===== config.mk =====
export PLATFORM = sky130hd
export DESIGN_NAME = jrle_exec
export DESIGN_NICKNAME = d
export VERILOG_FILES = /design/src/hdl/jrle_pkg.sv /design/src/hdl/jrle_cond.sv /design/src/hdl/jrle_exec.sv
export VERILOG_INCLUDE_DIRS = /design/src /design/src/hdl
export SDC_FILE = /design/constraint.sdc
export NUM_CORES = 1
export LEC_CHECK = 0
export BUFFER_PORTS_ARGS = -buffer_cell sky130_fd_sc_hd__buf_2
export CORE_AREA = 3 3 129 131
export CTS_CLUSTER_DIAMETER = 40
export DETAILED_ROUTE_END_ITERATION = 12
export DIE_AREA = 0 0 132 134
export PLACE_DENSITY = 0.84
export SLEW_MARGIN = 20
export SYNTH_ARGS = -nofsm -noshare
export SYNTH_HDL_FRONTEND = slang
export SYNTH_SLANG_ARGS = --single-unit

===== constraint.sdc =====
create_clock -name clk_sys -period 5.4 [get_ports clk_sys]
set_input_delay 1.35 -clock clk_sys [delete_from_list [all_inputs] [get_ports clk_sys]]
set_output_delay 1.35 -clock clk_sys [all_outputs]
set_load 0.005 [all_outputs]

===== src/hdl/jrle_regs.svh =====
// Constants for the relative-jump and move execution block
`ifndef JRLE_REGS_SVH
`define JRLE_REGS_SVH
// Opcode low nibbles and full opcodes
`define JRLE_NIB_JUMP 4'hB
`define JRLE_NIB_LD_IMM 4'hC
`define JRLE_NIB_LD_R2W 4'h8
`define JRLE_NIB_LD_W2R 4'h9
`define JRLE_OP_LD_WIW 8'hE3
`define JRLE_OP_LD_IWW 8'hF3
`define JRLE_OP_LD_RR 8'hE4
`define JRLE_OP_LD_RIR 8'hE5
`define JRLE_OP_LD_RIM 8'hE6
`define JRLE_OP_LD_IRIM 8'hE7
`define JRLE_OP_LD_IRR 8'hF5
`define JRLE_OP_LD_XLD 8'hC7
`define JRLE_OP_LD_XST 8'hD7
`define JRLE_OP_PM_LD 8'hC2
`define JRLE_OP_PM_ST 8'hD2
`define JRLE_OP_PMB_LD 8'hC3
`define JRLE_OP_PMB_ST 8'hD3
`define JRLE_OP_XD_LD 8'h82
`define JRLE_OP_XD_ST 8'h92
// Working-register escape nibble and always-true and never-true conditions
`define JRLE_WR_ESC 4'hE
`define JRLE_CC_ALWAYS 4'h8
`define JRLE_CC_NEVER 4'h0
// Flag bit positions in the flag byte
`define JRLE_FLAG_C 7
`define JRLE_FLAG_Z 6
`define JRLE_FLAG_S 5
`define JRLE_FLAG_V 4
// Cycle budgets
`define JRLE_CYC_JR_TAKEN 8'd12
`define JRLE_CYC_JR_NOT 8'd10
`define JRLE_CYC_SHORT 8'd6
`define JRLE_CYC_LONG 8'd10
`define JRLE_CYC_PM 8'd12
`define JRLE_CYC_PMB 8'd18
`define JRLE_CYC_XD 8'd12
`endif


===== src/hdl/jrle_pkg.sv =====
// Types for the relative-jump and move execution block
package jrle_pkg;
	typedef logic [7:0] jrle_byte_t;
	typedef logic [15:0] jrle_addr_t;
	typedef enum logic [1:0] {jrle_mem_none, jrle_mem_prog, jrle_mem_data} jrle_mem_e;
endpackage


===== src/hdl/jrle_cond.sv =====
// Condition-field evaluator for the relative jump
`timescale 1ns/1ps
`default_nettype none
`include "jrle_regs.svh"
module jrle_cond
(
	// Condition and flags
	input wire logic [3:0] condition_field,
	input wire logic [7:0] flags,
	// Result
	output logic cond_true
);
	logic c;
	logic z;
	logic s;
	logic v;
	logic base;
	assign c = flags[`JRLE_FLAG_C];
	assign z = flags[`JRLE_FLAG_Z];
	assign s = flags[`JRLE_FLAG_S];
	assign v = flags[`JRLE_FLAG_V];
	// Upper half of the codes is the complement of the lower half
	always_comb
	begin
		unique case (condition_field[2:0])
			3'h0: base = 1'b0;
			3'h1: base = s ^ v;
			3'h2: base = z | (s ^ v);
			3'h3: base = c | z;
			3'h4: base = v;
			3'h5: base = s;
			3'h6: base = z;
			3'h7: base = c;
		endcase
	end
	assign cond_true = base ^ condition_field[3]; // [RULE4]
endmodule
`default_nettype wire


===== src/hdl/jrle_exec.sv =====
// Execution of relative jumps and byte, program and external moves
// Function
// RULE1 - True condition adds displacement to PC, else fall through
// RULE2 - Displacement is a signed byte, range -128 to +127
// RULE3 - Displacement is added to the address after the two-byte jump
// RULE4 - Unconditional condition code always takes the jump
// RULE5 - Moves copy source to destination, source left unchanged
// RULE6 - Working-to-register short move uses a full 8-bit destination
// RULE7 - Operand with high nibble 1110 selects a working register
// RULE8 - Indexed moves add base to index register, index unchanged
// RULE9 - Program-memory move, either direction, via pointer pair, 12 cycles
// RULE10 - Program-memory writes only on external-program variants
// RULE11 - Block move increments pointer register and pair, 18 cycles
// RULE12 - Block move direction chosen by opcode
// RULE13 - External-data move, either direction, via pointer pair
// RULE14 - External-data moves only on external-data variants
// RULE15 - No instruction here alters the flag register
// RULE16 - Pointer pair: even register high byte, odd register low byte
`timescale 1ns/1ps
`default_nettype none
`include "jrle_regs.svh"
module jrle_exec
	import jrle_pkg::*;
#(
	parameter bit HAS_EXT_PROG = 1'b1,
	parameter bit HAS_EXT_DATA = 1'b1
)
(
	// Clock and reset
	input wire logic clk_sys,
	input wire logic rst_b,
	input wire logic clk_en,
	// Instruction from decode; pc is the address after the instruction
	input wire logic instr_valid,
	input wire jrle_pkg::jrle_byte_t opcode,
	input wire jrle_pkg::jrle_byte_t operand1,
	input wire jrle_pkg::jrle_byte_t operand2,
	input wire jrle_pkg::jrle_addr_t pc,
	input wire jrle_pkg::jrle_byte_t flags,
	input wire logic [3:0] wr_group,
	// Register file, combinational read
	output jrle_pkg::jrle_byte_t rf_raddr,
	input wire jrle_pkg::jrle_byte_t rf_rdata,
	output logic rf_we,
	output jrle_pkg::jrle_byte_t rf_waddr,
	output jrle_pkg::jrle_byte_t rf_wdata,
	// Program and external data memory
	output logic mem_req,
	output logic mem_we,
	output jrle_pkg::jrle_mem_e mem_space,
	output jrle_pkg::jrle_addr_t mem_addr,
	output jrle_pkg::jrle_byte_t mem_wdata,
	input wire logic mem_ack,
	input wire jrle_pkg::jrle_byte_t mem_rdata,
	// Completion
	output logic pc_load,
	output jrle_pkg::jrle_addr_t pc_next,
	output logic done,
	output logic illegal,
	output logic [7:0] cycles
);
	import jrle_pkg::*;

	typedef enum logic [3:0] {
		jrle_idle, jrle_rd1, jrle_rd2, jrle_rd3, jrle_rd4,
		jrle_mem, jrle_wr, jrle_inc_lo, jrle_inc_hi, jrle_inc_r
	} jrle_state_e;

	jrle_state_e state;
	jrle_byte_t op;
	jrle_byte_t a1;
	jrle_byte_t a2;
	jrle_byte_t t1;
	jrle_byte_t t2;
	jrle_byte_t t3;
	jrle_byte_t dst_addr;
	logic cond_true;

	// ==========================================================
	// Address helpers
	function automatic jrle_byte_t wreg(input logic [3:0] g, input logic [3:0] n);
		wreg = {g, n};
	endfunction

	// Map a full operand byte, escaping 1110 to a working register
	function automatic jrle_byte_t reg_full(input logic [3:0] g, input jrle_byte_t b);
		reg_full = (b[7:4] == `JRLE_WR_ESC) ? wreg(g, b[3:0]) : b; // [RULE7]
	endfunction

	// Even register of a pair; odd partner follows
	function automatic jrle_byte_t pair_hi(input logic [3:0] g, input logic [3:0] n);
		pair_hi = wreg(g, {n[3:1], 1'b0}); // [RULE16]
	endfunction

	jrle_cond u_cond
	(
		.condition_field(opcode[7:4]),
		.flags(flags),
		.cond_true(cond_true)
	);

	// ==========================================================
	// Sequencer; flags are never an output here [RULE15]
	always_ff @(posedge clk_sys)
	begin
		if (!rst_b)
		begin
			state <= jrle_idle;
			op <= 8'h00;
			a1 <= 8'h00;
			a2 <= 8'h00;
			t1 <= 8'h00;
			t2 <= 8'h00;
			t3 <= 8'h00;
			dst_addr <= 8'h00;
			rf_raddr <= 8'h00;
			rf_we <= 1'b0;
			rf_waddr <= 8'h00;
			rf_wdata <= 8'h00;
			mem_req <= 1'b0;
			mem_we <= 1'b0;
			mem_space <= jrle_mem_none;
			mem_addr <= 16'h0000;
			mem_wdata <= 8'h00;
			pc_load <= 1'b0;
			pc_next <= 16'h0000;
			done <= 1'b0;
			illegal <= 1'b0;
			cycles <= 8'h00;
		end
		else if (clk_en)
		begin
			rf_we <= 1'b0;
			pc_load <= 1'b0;
			done <= 1'b0;
			illegal <= 1'b0;
			unique case (state)
				jrle_idle:
				begin
					if (instr_valid)
					begin
						op <= opcode;
						a1 <= operand1;
						a2 <= operand2;
						if (opcode[3:0] == `JRLE_NIB_JUMP)
						begin
							// pc already points past both bytes [RULE3]
							pc_next <= pc + {{8{operand1[7]}}, operand1}; // [RULE2]
							pc_load <= cond_true; // [RULE1] [RULE4]
							cycles <= cond_true ? `JRLE_CYC_JR_TAKEN : `JRLE_CYC_JR_NOT;
							done <= 1'b1;
						end
						else if (opcode[3:0] == `JRLE_NIB_LD_IMM)
						begin
							rf_we <= 1'b1;
							rf_waddr <= wreg(wr_group, opcode[7:4]);
							rf_wdata <= operand1;
							cycles <= `JRLE_CYC_SHORT;
							done <= 1'b1;
						end
						else if (opcode[3:0] == `JRLE_NIB_LD_R2W)
						begin
							rf_raddr <= reg_full(wr_group, operand1);
							dst_addr <= wreg(wr_group, opcode[7:4]);
							cycles <= `JRLE_CYC_SHORT;
							state <= jrle_wr;
						end
						else if (opcode[3:0] == `JRLE_NIB_LD_W2R)
						begin
							rf_raddr <= wreg(wr_group, opcode[7:4]);
							dst_addr <= operand1; // [RULE6]
							cycles <= `JRLE_CYC_SHORT;
							state <= jrle_wr;
						end
						else
						begin
							unique case (opcode)
								`JRLE_OP_LD_WIW, `JRLE_OP_LD_IWW:
								begin
									// Store form reads its pointer first
									rf_raddr <= wreg(wr_group,
										(opcode == `JRLE_OP_LD_IWW)
										? operand1[7:4] : operand1[3:0]);
									cycles <= `JRLE_CYC_SHORT;
									state <= jrle_rd1;
								end
								`JRLE_OP_LD_RR, `JRLE_OP_LD_RIR, `JRLE_OP_LD_IRIM,
								`JRLE_OP_LD_IRR:
								begin
									rf_raddr <= reg_full(wr_group, operand1);
									cycles <= `JRLE_CYC_LONG;
									state <= jrle_rd1;
								end
								`JRLE_OP_LD_RIM:
								begin
									rf_we <= 1'b1;
									rf_waddr <= reg_full(wr_group, operand1);
									rf_wdata <= operand2;
									cycles <= `JRLE_CYC_LONG;
									done <= 1'b1;
								end
								`JRLE_OP_LD_XLD, `JRLE_OP_LD_XST:
								begin
									rf_raddr <= wreg(wr_group, operand1[3:0]); // index
									cycles <= `JRLE_CYC_LONG;
									state <= jrle_rd1;
								end
								`JRLE_OP_PM_LD, `JRLE_OP_PM_ST, `JRLE_OP_PMB_LD,
								`JRLE_OP_PMB_ST, `JRLE_OP_XD_LD, `JRLE_OP_XD_ST:
								begin
									if (((opcode == `JRLE_OP_PM_ST || opcode == `JRLE_OP_PMB_ST)
										&& !HAS_EXT_PROG) // [RULE10]
										|| ((opcode == `JRLE_OP_XD_LD || opcode == `JRLE_OP_XD_ST)
										&& !HAS_EXT_DATA)) // [RULE14]
									begin
										illegal <= 1'b1;
										done <= 1'b1;
									end
									else
									begin
										rf_raddr <= pair_hi(wr_group, operand1[3:0]); // [RULE16]
										cycles <= (opcode[0]) ? `JRLE_CYC_PMB
											: (opcode == `JRLE_OP_XD_LD
											|| opcode == `JRLE_OP_XD_ST)
											? `JRLE_CYC_XD : `JRLE_CYC_PM; // [RULE9] [RULE11]
										state <= jrle_rd1;
									end
								end
								default:
								begin
									illegal <= 1'b1;
									done <= 1'b1;
								end
							endcase
						end
					end
				end
				jrle_rd1:
				begin
					t1 <= rf_rdata;
					unique case (op)
						`JRLE_OP_LD_WIW:
						begin
							rf_raddr <= rf_rdata;
							dst_addr <= wreg(wr_group, a1[7:4]);
							state <= jrle_wr;
						end
						`JRLE_OP_LD_IWW:
						begin
							dst_addr <= rf_rdata;
							rf_raddr <= wreg(wr_group, a1[3:0]);
							state <= jrle_wr;
						end
						`JRLE_OP_LD_RR:
						begin
							dst_addr <= reg_full(wr_group, a2);
							state <= jrle_wr;
							rf_raddr <= reg_full(wr_group, a1);
						end
						`JRLE_OP_LD_RIR:
						begin
							rf_raddr <= rf_rdata;
							dst_addr <= reg_full(wr_group, a2);
							state <= jrle_wr;
						end
						`JRLE_OP_LD_IRIM:
						begin
							rf_we <= 1'b1;
							rf_waddr <= rf_rdata;
							rf_wdata <= a2;
							done <= 1'b1;
							state <= jrle_idle;
						end
						`JRLE_OP_LD_IRR:
						begin
							// a1 is source register, a2 the pointer register
							t1 <= rf_rdata;
							rf_raddr <= reg_full(wr_group, a2);
							state <= jrle_rd2;
						end
						`JRLE_OP_LD_XLD, `JRLE_OP_LD_XST:
						begin
							// Index register only read, never written [RULE8]
							if (op == `JRLE_OP_LD_XLD)
							begin
								rf_raddr <= a2 + rf_rdata; // [RULE8]
								dst_addr <= wreg(wr_group, a1[7:4]);
							end
							else
							begin
								dst_addr <= a2 + rf_rdata; // [RULE8]
								rf_raddr <= wreg(wr_group, a1[7:4]);
							end
							state <= jrle_wr;
						end
						default:
						begin
							rf_raddr <= rf_raddr + 8'h01; // odd partner [RULE16]
							state <= jrle_rd2;
						end
					endcase
				end
				jrle_rd2:
				begin
					if (op == `JRLE_OP_LD_IRR)
					begin
						// Pointer value is the target; source read again
						rf_raddr <= reg_full(wr_group, a1);
						dst_addr <= rf_rdata;
						state <= jrle_wr;
					end
					else
					begin
						t2 <= rf_rdata;
						rf_raddr <= wreg(wr_group, a1[7:4]);
						state <= jrle_rd3;
					end
				end
				jrle_rd3:
				begin
					// t3 holds the dst/src working register value
					t3 <= rf_rdata;
					if (op[0])
					begin
						rf_raddr <= rf_rdata; // block move register-file pointer
						state <= jrle_rd4;
					end
					else
					begin
						mem_req <= 1'b1;
						mem_we <= op[4];
						mem_wdata <= rf_rdata;
						mem_addr <= {t1, t2}; // [RULE16]
						mem_space <= (op == `JRLE_OP_PM_LD || op == `JRLE_OP_PM_ST)
							? jrle_mem_prog : jrle_mem_data; // [RULE9] [RULE13]
						state <= jrle_mem;
					end
				end
				jrle_rd4:
				begin
					mem_req <= 1'b1;
					mem_we <= op[4]; // [RULE12]
					mem_wdata <= rf_rdata;
					mem_addr <= {t1, t2};
					mem_space <= jrle_mem_prog;
					state <= jrle_mem;
				end
				jrle_mem:
				begin
					if (mem_ack)
					begin
						mem_req <= 1'b0;
						mem_we <= 1'b0;
						mem_space <= jrle_mem_none;
						if (!op[4])
						begin
							rf_we <= 1'b1;
							rf_waddr <= op[0] ? t3 : wreg(wr_group, a1[7:4]); // [RULE12]
							rf_wdata <= mem_rdata;
						end
						if (op[0])
						begin
							{t1, t2} <= {t1, t2} + 16'h0001; // [RULE11]
							state <= jrle_inc_lo;
						end
						else
						begin
							done <= 1'b1;
							state <= jrle_idle;
						end
					end
				end
				jrle_inc_lo:
				begin
					rf_we <= 1'b1;
					rf_waddr <= pair_hi(wr_group, a1[3:0]) + 8'h01;
					rf_wdata <= t2; // [RULE11]
					state <= jrle_inc_hi;
				end
				jrle_inc_hi:
				begin
					rf_we <= 1'b1;
					rf_waddr <= pair_hi(wr_group, a1[3:0]);
					rf_wdata <= t1; // [RULE11]
					state <= jrle_inc_r;
				end
				jrle_inc_r:
				begin
					rf_we <= 1'b1;
					rf_waddr <= wreg(wr_group, a1[7:4]);
					rf_wdata <= t3 + 8'h01; // [RULE11]
					done <= 1'b1;
					state <= jrle_idle;
				end
				jrle_wr:
				begin
					// Only destination written; source left intact [RULE5]
					rf_we <= 1'b1;
					rf_waddr <= dst_addr;
					rf_wdata <= rf_rdata;
					done <= 1'b1;
					state <= jrle_idle;
				end
			endcase
		end
	end
endmodule
`default_nettype wire


After elaboration in Yosys (flattened, before gate mapping)
Index checks and enable logic that the tools add are counted.
{ "op_classes": {"muxes": 114, "add_sub_neg": 6, "div": 0, "bitwise_logic": 4, "n_reduce_logical": 36, "n_mul": 0, "n_eq_ne": 67, "n_shift": 0, "order_cmp": 0} }
{ "op_table": {"columns": ["cell", "n"], "rows": [
  ["$mux W8", 47],
  ["$eq A8 B8 Y1 const B", 25],
  ["$pmux W8 S7", 2],
  ["$pmux W8 S4", 3],
  ["$pmux W8 S2", 3],
  ["$pmux W8 S3", 2],
  ["$pmux W8 S6", 1],
  ["$eq A4 B4 Y1 const B", 9],
  ["$pmux W4 S9", 1],
  ["$mux W4", 8],
  ["$pmux W16 S2", 1],
  ["$mux W1", 31],
  ["$add A8 B1 Y8 const B", 3],
  ["$ne A2 B2 Y1 const B", 11],
  ["$add A16 B1 Y16 const B", 1],
  ["$add A16 B16 Y16", 1],
  ["$eq A4 B3 Y1 const B", 4],
  ["$mux W16", 1],
  ["$reduce_and A4 Y1", 4],
  ["$reduce_and A8 Y1", 2],
  ["$reduce_or A15 Y1", 1],
  ["$reduce_bool A7 Y1", 2],
  ["$reduce_or A14 Y1", 1],
  ["$eq A3 B3 Y1 const B", 4],
  ["36 further kinds", 59]
]} }
{ "word_totals": {"rom_bits": 0, "mem_count": 0, "elab_cells": 249, "regBits": 140, "latch_bits": 0, "ramBits": 0, "inputBits": 73} }

Logic depth before layout (Yosys ltp)
Gate-level depths: netlist of the first run.
{ "depth": {"depth_word": 9, "mapped_depth": 10} }

Modules after synthesis
From an unflattened synthesis of the first run, not the netlist that was laid out.
{ "hier_totals": {"cells_unflattened": 1236, "hier_area_um2": 9367.7} }
{ "modules_own_cells": {"columns": ["mod", "area_per_inst_um2", "cells_each", "seq_area_each_um2", "instances"], "rows": [
  ["jrle_exec", 9292.7, 1226, 2722.6, 1],
  ["jrle_cond", 75.1, 10, 0.0, 1]
]} }

Worst setup path after synthesis of the first run
OpenSTA, ideal clock, no wires.
{ "synth_path": {"path_kind": "in2reg", "start": "input operand1[0]", "end": "register pc_next[14]", "stages": 10, "arrival_time_ns": 3.287, "setup_slack_ns": 2.052, "cell_sequence": "ha_1 > inv_1 > fa_1 > nor2b_1 > o21a_1 > o21ai_0 > a211oi_1 > nor3_1 > or4_1 > nand3_1"} }
{ "synth_via": {"elab_chain_cells": 1} }
{ "synth_lines": {"columns": ["item", "line_no", "text"], "rows": [
  ["from (decl)", "jrle_exec.sv:36", "input wire jrle_pkg::jrle_byte_t operand1,"],
  ["$add A16 B16 Y16", "jrle_exec.sv:148", "pc_next <= pc + {{8{operand1[7]}}, operand1};"],
  ["to (signal assigned)", "jrle_exec.sv:148", null],
  ["to (decl)", "jrle_exec.sv:57", "output jrle_pkg::jrle_addr_t pc_next,"]
]} }
Every way passes these cells.
A chain may end at the register's enable or synchronous reset.

Final worst setup path of the first run
{ "layout_path": {"start": "register state[2]", "end": "register rf_waddr[1]"} }
{ "layout_via": {"elab_chain_cells": 3, "elab_cells_between_ends": 18, "cone_classes": "eq/ne: 14; mux: 1; reduce/logical: 3"} }
{ "layout_lines": {"columns": ["item", "line_no", "text"], "rows": [
  ["from (decl)", "jrle_exec.sv:69", "jrle_state_e state;"],
  ["from (signal assigned)", "jrle_exec.sv:108", "state <= jrle_idle;"],
  ["from (signal assigned)", "jrle_exec.sv:166", "state <= jrle_wr;"],
  ["from (signal assigned)", "jrle_exec.sv:173", "state <= jrle_wr;"],
  ["$eq A4 B3 Y1, or another cell as far along", "jrle_exec.sv:137", "unique case (state)"],
  ["$reduce_bool A7 Y1 (no line), or another cell as far along", null, null],
  ["$reduce_and A10 Y1 (no line)", null, null],
  ["to (signal assigned)", "jrle_exec.sv:156", "rf_waddr <= wreg(wr_group, opcode[7:4]);"],
  ["to (signal assigned)", "jrle_exec.sv:197", "rf_waddr <= reg_full(wr_group, operand1);"],
  ["to (signal assigned)", "jrle_exec.sv:269", "rf_waddr <= rf_rdata;"],
  ["to (decl)", "jrle_exec.sv:45", "output jrle_pkg::jrle_byte_t rf_waddr,"]
]} }
Several ways; a longest one is shown, not always the timed one.

==> results of run 1 <==
## where the power goes
group          switching (mW)  leakage, nW  internal, mW
Combinational           0.353         2.84         0.210
Sequential             0.0663         1.10          1.05
Clock                   0.471        0.280         0.694
## Yosys cell counts, types with 19 or more instances
cell type / instances
nand2_1: 189
dfxtp_1: 136
nor2_1: 125
a21oi_1: 124
clkbuf_1: 67
o21ai_0: 60
nand3_1: 44
mux2i_1: 39
a211oi_1: 27
buf_2: 27
and3_1: 25
ha_1: 25
inv_1: 24
nor3_1: 22
a222oi_1: 19
## critical path: cells and delay by family (launching register included)
| kind | cells | cell delay, ns |
|---|---|---|
| flip-flops | 1 | 0.79 |
| AO/OA/AOI/OAI | 2 | 1.22 |
| multiplexers | 1 | 0.13 |
| AND/OR/NAND/NOR | 4 | 1.59 |
## metrics by stage
| stage | util [%] | hold WS [ns] |
|---|---|---|
| global route | 66.9 | 0.466 |
| detailed placement | 63.1 | 0.441 |
| global placement | 63.1 | 0.435 |
| CTS | 66.9 | 0.451 |
| finish | 66.9 | 0.448 |
| floorplan | - | 0.448 |
## logic make-up (layout without fill, tap and decap cells)
family	count (synthesis)	count (layout)	share of synthesized area [%]
DFF	136	136	29.2
other	1	4	0.0403
xor gates and xnor gates	32	32	3.01
buffers and inverters	134	211	6.21
and+or+nand+nor	491	491	25.3
adders and majority gates	27	27	3.79
muxes	40	40	4.43
AOI/OAI and AO/OA	387	387	28.0
## layer usage
metal	vias to the layer above	routed length [um]	global-route usage (%)
met4	0	1300	13.3
met2	651	14400	55.3
met3	112	3350	7.76
met1	4654	12800	45.8
li1	4716	-	-
met5	-	0	0
## cell type report
cell class	count	area, um2
Clock buffer	18	439
Clock inverter	13	148
Fill cell	1356	5210
Inverter	25	95.1
Multi-Input combinational cell	981	6030
Sequential cell	136	2720
Tap cell	216	270
Timing Repair Buffer	155	803
## registers in the layout, indices dropped and copies added (netlist names), 2 cells and up
| name | count |
|---|---|
| rf_waddr | 8 |
| t2 | 8 |
| mem_addr | 16 |
| t3 | 8 |
| rf_raddr | 8 |
| mem_wdata | 8 |
| a2 | 8 |
| dst_addr | 8 |
| a1 | 8 |
| t1 | 8 |
| cycles | 4 |
| rf_wdata | 8 |
| mem_space | 2 |
| state | 4 |
| op | 8 |
| pc_next | 16 |
## final timing paths
kind | from | endpoint | cells after the start
max reg2reg | state[2] | rf_waddr[1] | 7
min reg2reg | pc_next[2] | pc_next[2] | 2
max | state[2] | rf_waddr[1] | 7
min | pc_next[2] | pc_next[2] | 2
==> flow_summary.toml, run 1 <==
[detailed_routing]
drc = 0
wl_per_cell_um = 20.6
wl_um = 31900
drtAntennaViolNets = 0
drt-vias-per-instance = 6.56
dr.pass1.iters = 9
drt_iter0_markers = 1445
vias = 10133

[global_route]
grt_pass1_wl_um = 49400
gr-total-overflow = 0
grt_antenna_before_repair = 0
grt_pass1_vias = 9104
grt_max_degree = 100
grt_use_total_pct = 34.6

[placed_design]
placed_cells = 1513
place_ws_ns = 1.22
place_hpwl_um = 22600
placed_area_mm2 = 0.00992
io_buffers = 144
gp_congestion = 1.02

[critical_path]
critPathCaptureType = "flip-flop"
cp.arrival_ns = 4.15
r2r_slack_ns = 1.61
critPathMaxFanout = 25
required_ns = 5.76
cpMaxStageDelayCell = "o21ai_0"
crit_path_max_incr_delay_ns = 0.90
worstSetupStartpointType = "flip-flop"
cp_cell_sequence = "nor3b_1 > nand2_1 > o21ai_0 > nand2_1 > a32oi_1 > mux2i_1 > nor2_1"
path_common_cell = "nand2_1"
crit_type = "reg2reg"

[die]
initial_core_util_pct = 59.3
placementRows = 46
die_w_um = 132
dieHeight_um = 134
ioPinCount = 153
dieArea_mm2 = 0.0177
core_mm2 = 0.0157

[yosys]
synth_edf_count = 0
synth-warning-count = 0
synth_top_cell_area_share_pct = 29.2
synth.avg_cell_area_um2 = 7.46
synth_sequential_area_ratio_pct = 29.2
yosysTopAreaCell = "dfxtp_1"
synth_seq_cells = 136
ys.flop_type = "dfxtp_1"
yosysUniqueCellTypes = 87
synthTopCellsByArea = "dfxtp_1, nand2_1, a21oi_1, nor2_1, mux2i_1"
synth_area_mm2 = 0.00931
async_flop_share_pct = 0
synthCells = 1248

[worst_hold_path]
worstHoldPathType = "reg2reg"

[sta]
max_freq_mhz = 264
rsz0062_at_grt = "no"
min_period_ns = 3.79
worst_slew_pin_slew_ns = 1.18
finalHoldViolCount = 0
drv_slew = 0
timing.final.ws_setup_ns = 1.61
min_period_over_period_pct = 70.2
skew_ns = 0.0104
tns_ns = 0
slew_headroom_pct = 21.1
setup_viol = 0

[clock_network]
hold_buffers = 0
clk-insertion-delay-late_ns = 0.43
cts_sinks = 136
cts_setup_buffers = 0
clk_pin_slew_ns = 0.06
cts_tree = "yes"
cts_root_buf = "clkbuf_16"
cts_buffer_depth = 2
cts-htree-levels = 4
ctsResizeCount = 0
cts_inserted_buffers = 17

[finish]
layout_commonest_cell = "nand2_1"
final_nets = 1416
finalInstanceArea_mm2 = 0.0105
area_growth_pct = 12.8
layout-drive-gt1-share_pct = 16.0
antenna_cells = 0
finalNonFillerCells = 1544
final_cell_mix = "nand2_1, buf_2, dfxtp_1, nor2_1, a21oi_1"

[power]
cellLeakagePower_nw = 4.22
p_per_area_mw_per_mm2 = 270
p_total_mw = 2.84
ir_drop_mv = 0.216

[flow_run]
maxCapViolCount = 0

[status]
status = "completed"
(Power assumes the default switching activity.)
==> run 2: changes to the inputs <==
- CORE_AREA: 3 3 129 131 -> 3 3 138 140
- DIE_AREA: 0 0 132 134 -> 0 0 141 143
- PLACE_DENSITY: 0.84 -> 0.78
- clock period: 5.4 -> 3.06 ns (I/O delays scaled with it)
==> flow_summary.toml, run 2 (synthesis gave the netlist of run 1 again) <==
[status]
status = "completed"

[power]
ir_drop_mv = 0.418
cellLeakagePower_nw = 4.60
p_total_mw = 5.32
p_per_area_mw_per_mm2 = 478

[clock_network]
clk_pin_slew_ns = 0.07
cts-htree-levels = 4
cts_buffer_depth = 2
cts_root_buf = "clkbuf_16"
cts_sinks = 136
hold_buffers = 0
cts_tree = "yes"
ctsResizeCount = 0
cts_inserted_buffers = 17
clk-insertion-delay-late_ns = 0.43
cts_setup_buffers = 0

[critical_path]
crit_path_max_incr_delay_ns = 0.50
cp.arrival_ns = 2.98
path_common_cell = "or3_1"
critPathCaptureType = "flip-flop"
cpMaxStageDelayCell = "dfxtp_1"
critPathMaxFanout = 18
crit_buf_inv = 1
required_ns = 3.44
critPathTopFamily = "simple AND/OR/NAND/NOR gates"
crit_type = "reg2reg"
worstSetupStartpointType = "flip-flop"
cp_cell_sequence = "buf_4 > nor4_4 > and3_1 > nand2b_1 > or3_1 > or3_1 > nand3_1"

[global_route]
grt_max_degree = 67
grt_antenna_before_repair = 0
grt_pass1_wl_um = 51400
grt_pass1_vias = 9330
gr-total-overflow = 0
grt_use_total_pct = 31.9

[finish]
antenna_cells = 0
final_nets = 1482
register_area_mm2 = 0.00272
reg_top3 = "mem_addr: 16 flops, pc_next: 16 flops"
final_cell_mix = "nand2_1, buf_2, dfxtp_1, nor2_1, a21oi_1"
finalNonFillerCells = 1624
fillCellCount = 1599
fin_util_pct = 61.9
layout_commonest_cell = "nand2_1"
layout-drive-gt1-share_pct = 20.0
area_growth_pct = 19.5
multi_input_area_mm2 = 0.00602

[sta]
worst_slew_pin_slew_ns = 1.03
tns_ns = 0
finalHoldViolCount = 0
skew_ns = 0.0103
slew_headroom_pct = 31.0
setup_viol = 0
min_period_ns = 2.60
max_freq_mhz = 385
whs_ns = 0.447
min_period_over_period_pct = 84.9
rsz0062_at_grt = "no"
drv_slew = 0

[die]
placementRows = 49
initial_core_util_pct = 51.8
dieArea_mm2 = 0.0202
core_mm2 = 0.0180
die_w_um = 141
ioPinCount = 153
dieHeight_um = 143

[placed_design]
io_buffers = 144
placed_cells = 1592
gp_congestion = 1.01
place_hpwl_um = 24300

[worst_hold_path]
worstHoldPathType = "reg2reg"

[detailed_routing]
drc = 0
wl_um = 33300
drt_iter0_markers = 1251
dr.pass1.iters = 8
drt-vias-per-instance = 6.38
wl_per_cell_um = 20.5
vias = 10366
drtAntennaViolNets = 0

[flow_run]
maxCapViolCount = 0
run 2: metal layers:
layer | part of all wire (%) | vias to the layer above | global-route usage, %
li1 | - | 4842 | -
met1 | 41 | 4823 | 43.1
met2 | 46 | 597 | 51.3
met3 | 9.3 | 104 | 6.16
met4 | 3.2 | 0 | 11.2
met5 | 0 | - | 0
run 2: path summary, 6_finish.rpt:
check / from / slack [ns] / cells after the start / to
worst max-delay path: state[0] / 0.46 / 7 / pc_next[12]
worst min-delay path: pc_next[6] / 0.45 / 2 / pc_next[6]
worst max register to register: state[0] / 0.46 / 7 / pc_next[12]
worst min register to register: pc_next[6] / 0.45 / 2 / pc_next[6]
run 2: through the flow:
step,setup WS [ns],instance area (um2)
after global routing,0.329,11100
after CTS,0.469,11100
after global placement,0.0520,10500
after detailed placement,0.0396,10500
final,0.462,11100
after floorplan,0.297,9320
run 2: final cells by class:
| type | instances | share of cell area, % |
|---|---|---|
| Tap cell | 229 | 2.57 |
| Inverter | 25 | 0.855 |
| Sequential cell | 136 | 24.5 |
| Timing Repair Buffer | 221 | 12.1 |
| Clock buffer | 18 | 3.95 |
| Multi-Input combinational cell | 981 | 54.1 |
| Clock inverter | 14 | 1.91 |
run 2: worst register-to-register path, cell delays in order, from the launching register on:
cell and delay [ns]:
dfxtp_1 0.50, buf_4 0.29, nor4_4 0.38, and3_1 0.39, nand2b_1 0.25, or3_1 0.36, or3_1 0.30, nand3_1 0.06
run 2: where the power goes:
| part | switching, mW | leakage, nW | internal [mW] |
|---|---|---|---|
| sequential | 0.107 | 1.10 | 1.85 |
| combinational | 0.653 | 3.18 | 0.433 |
| clock | 0.872 | 0.317 | 1.41 |
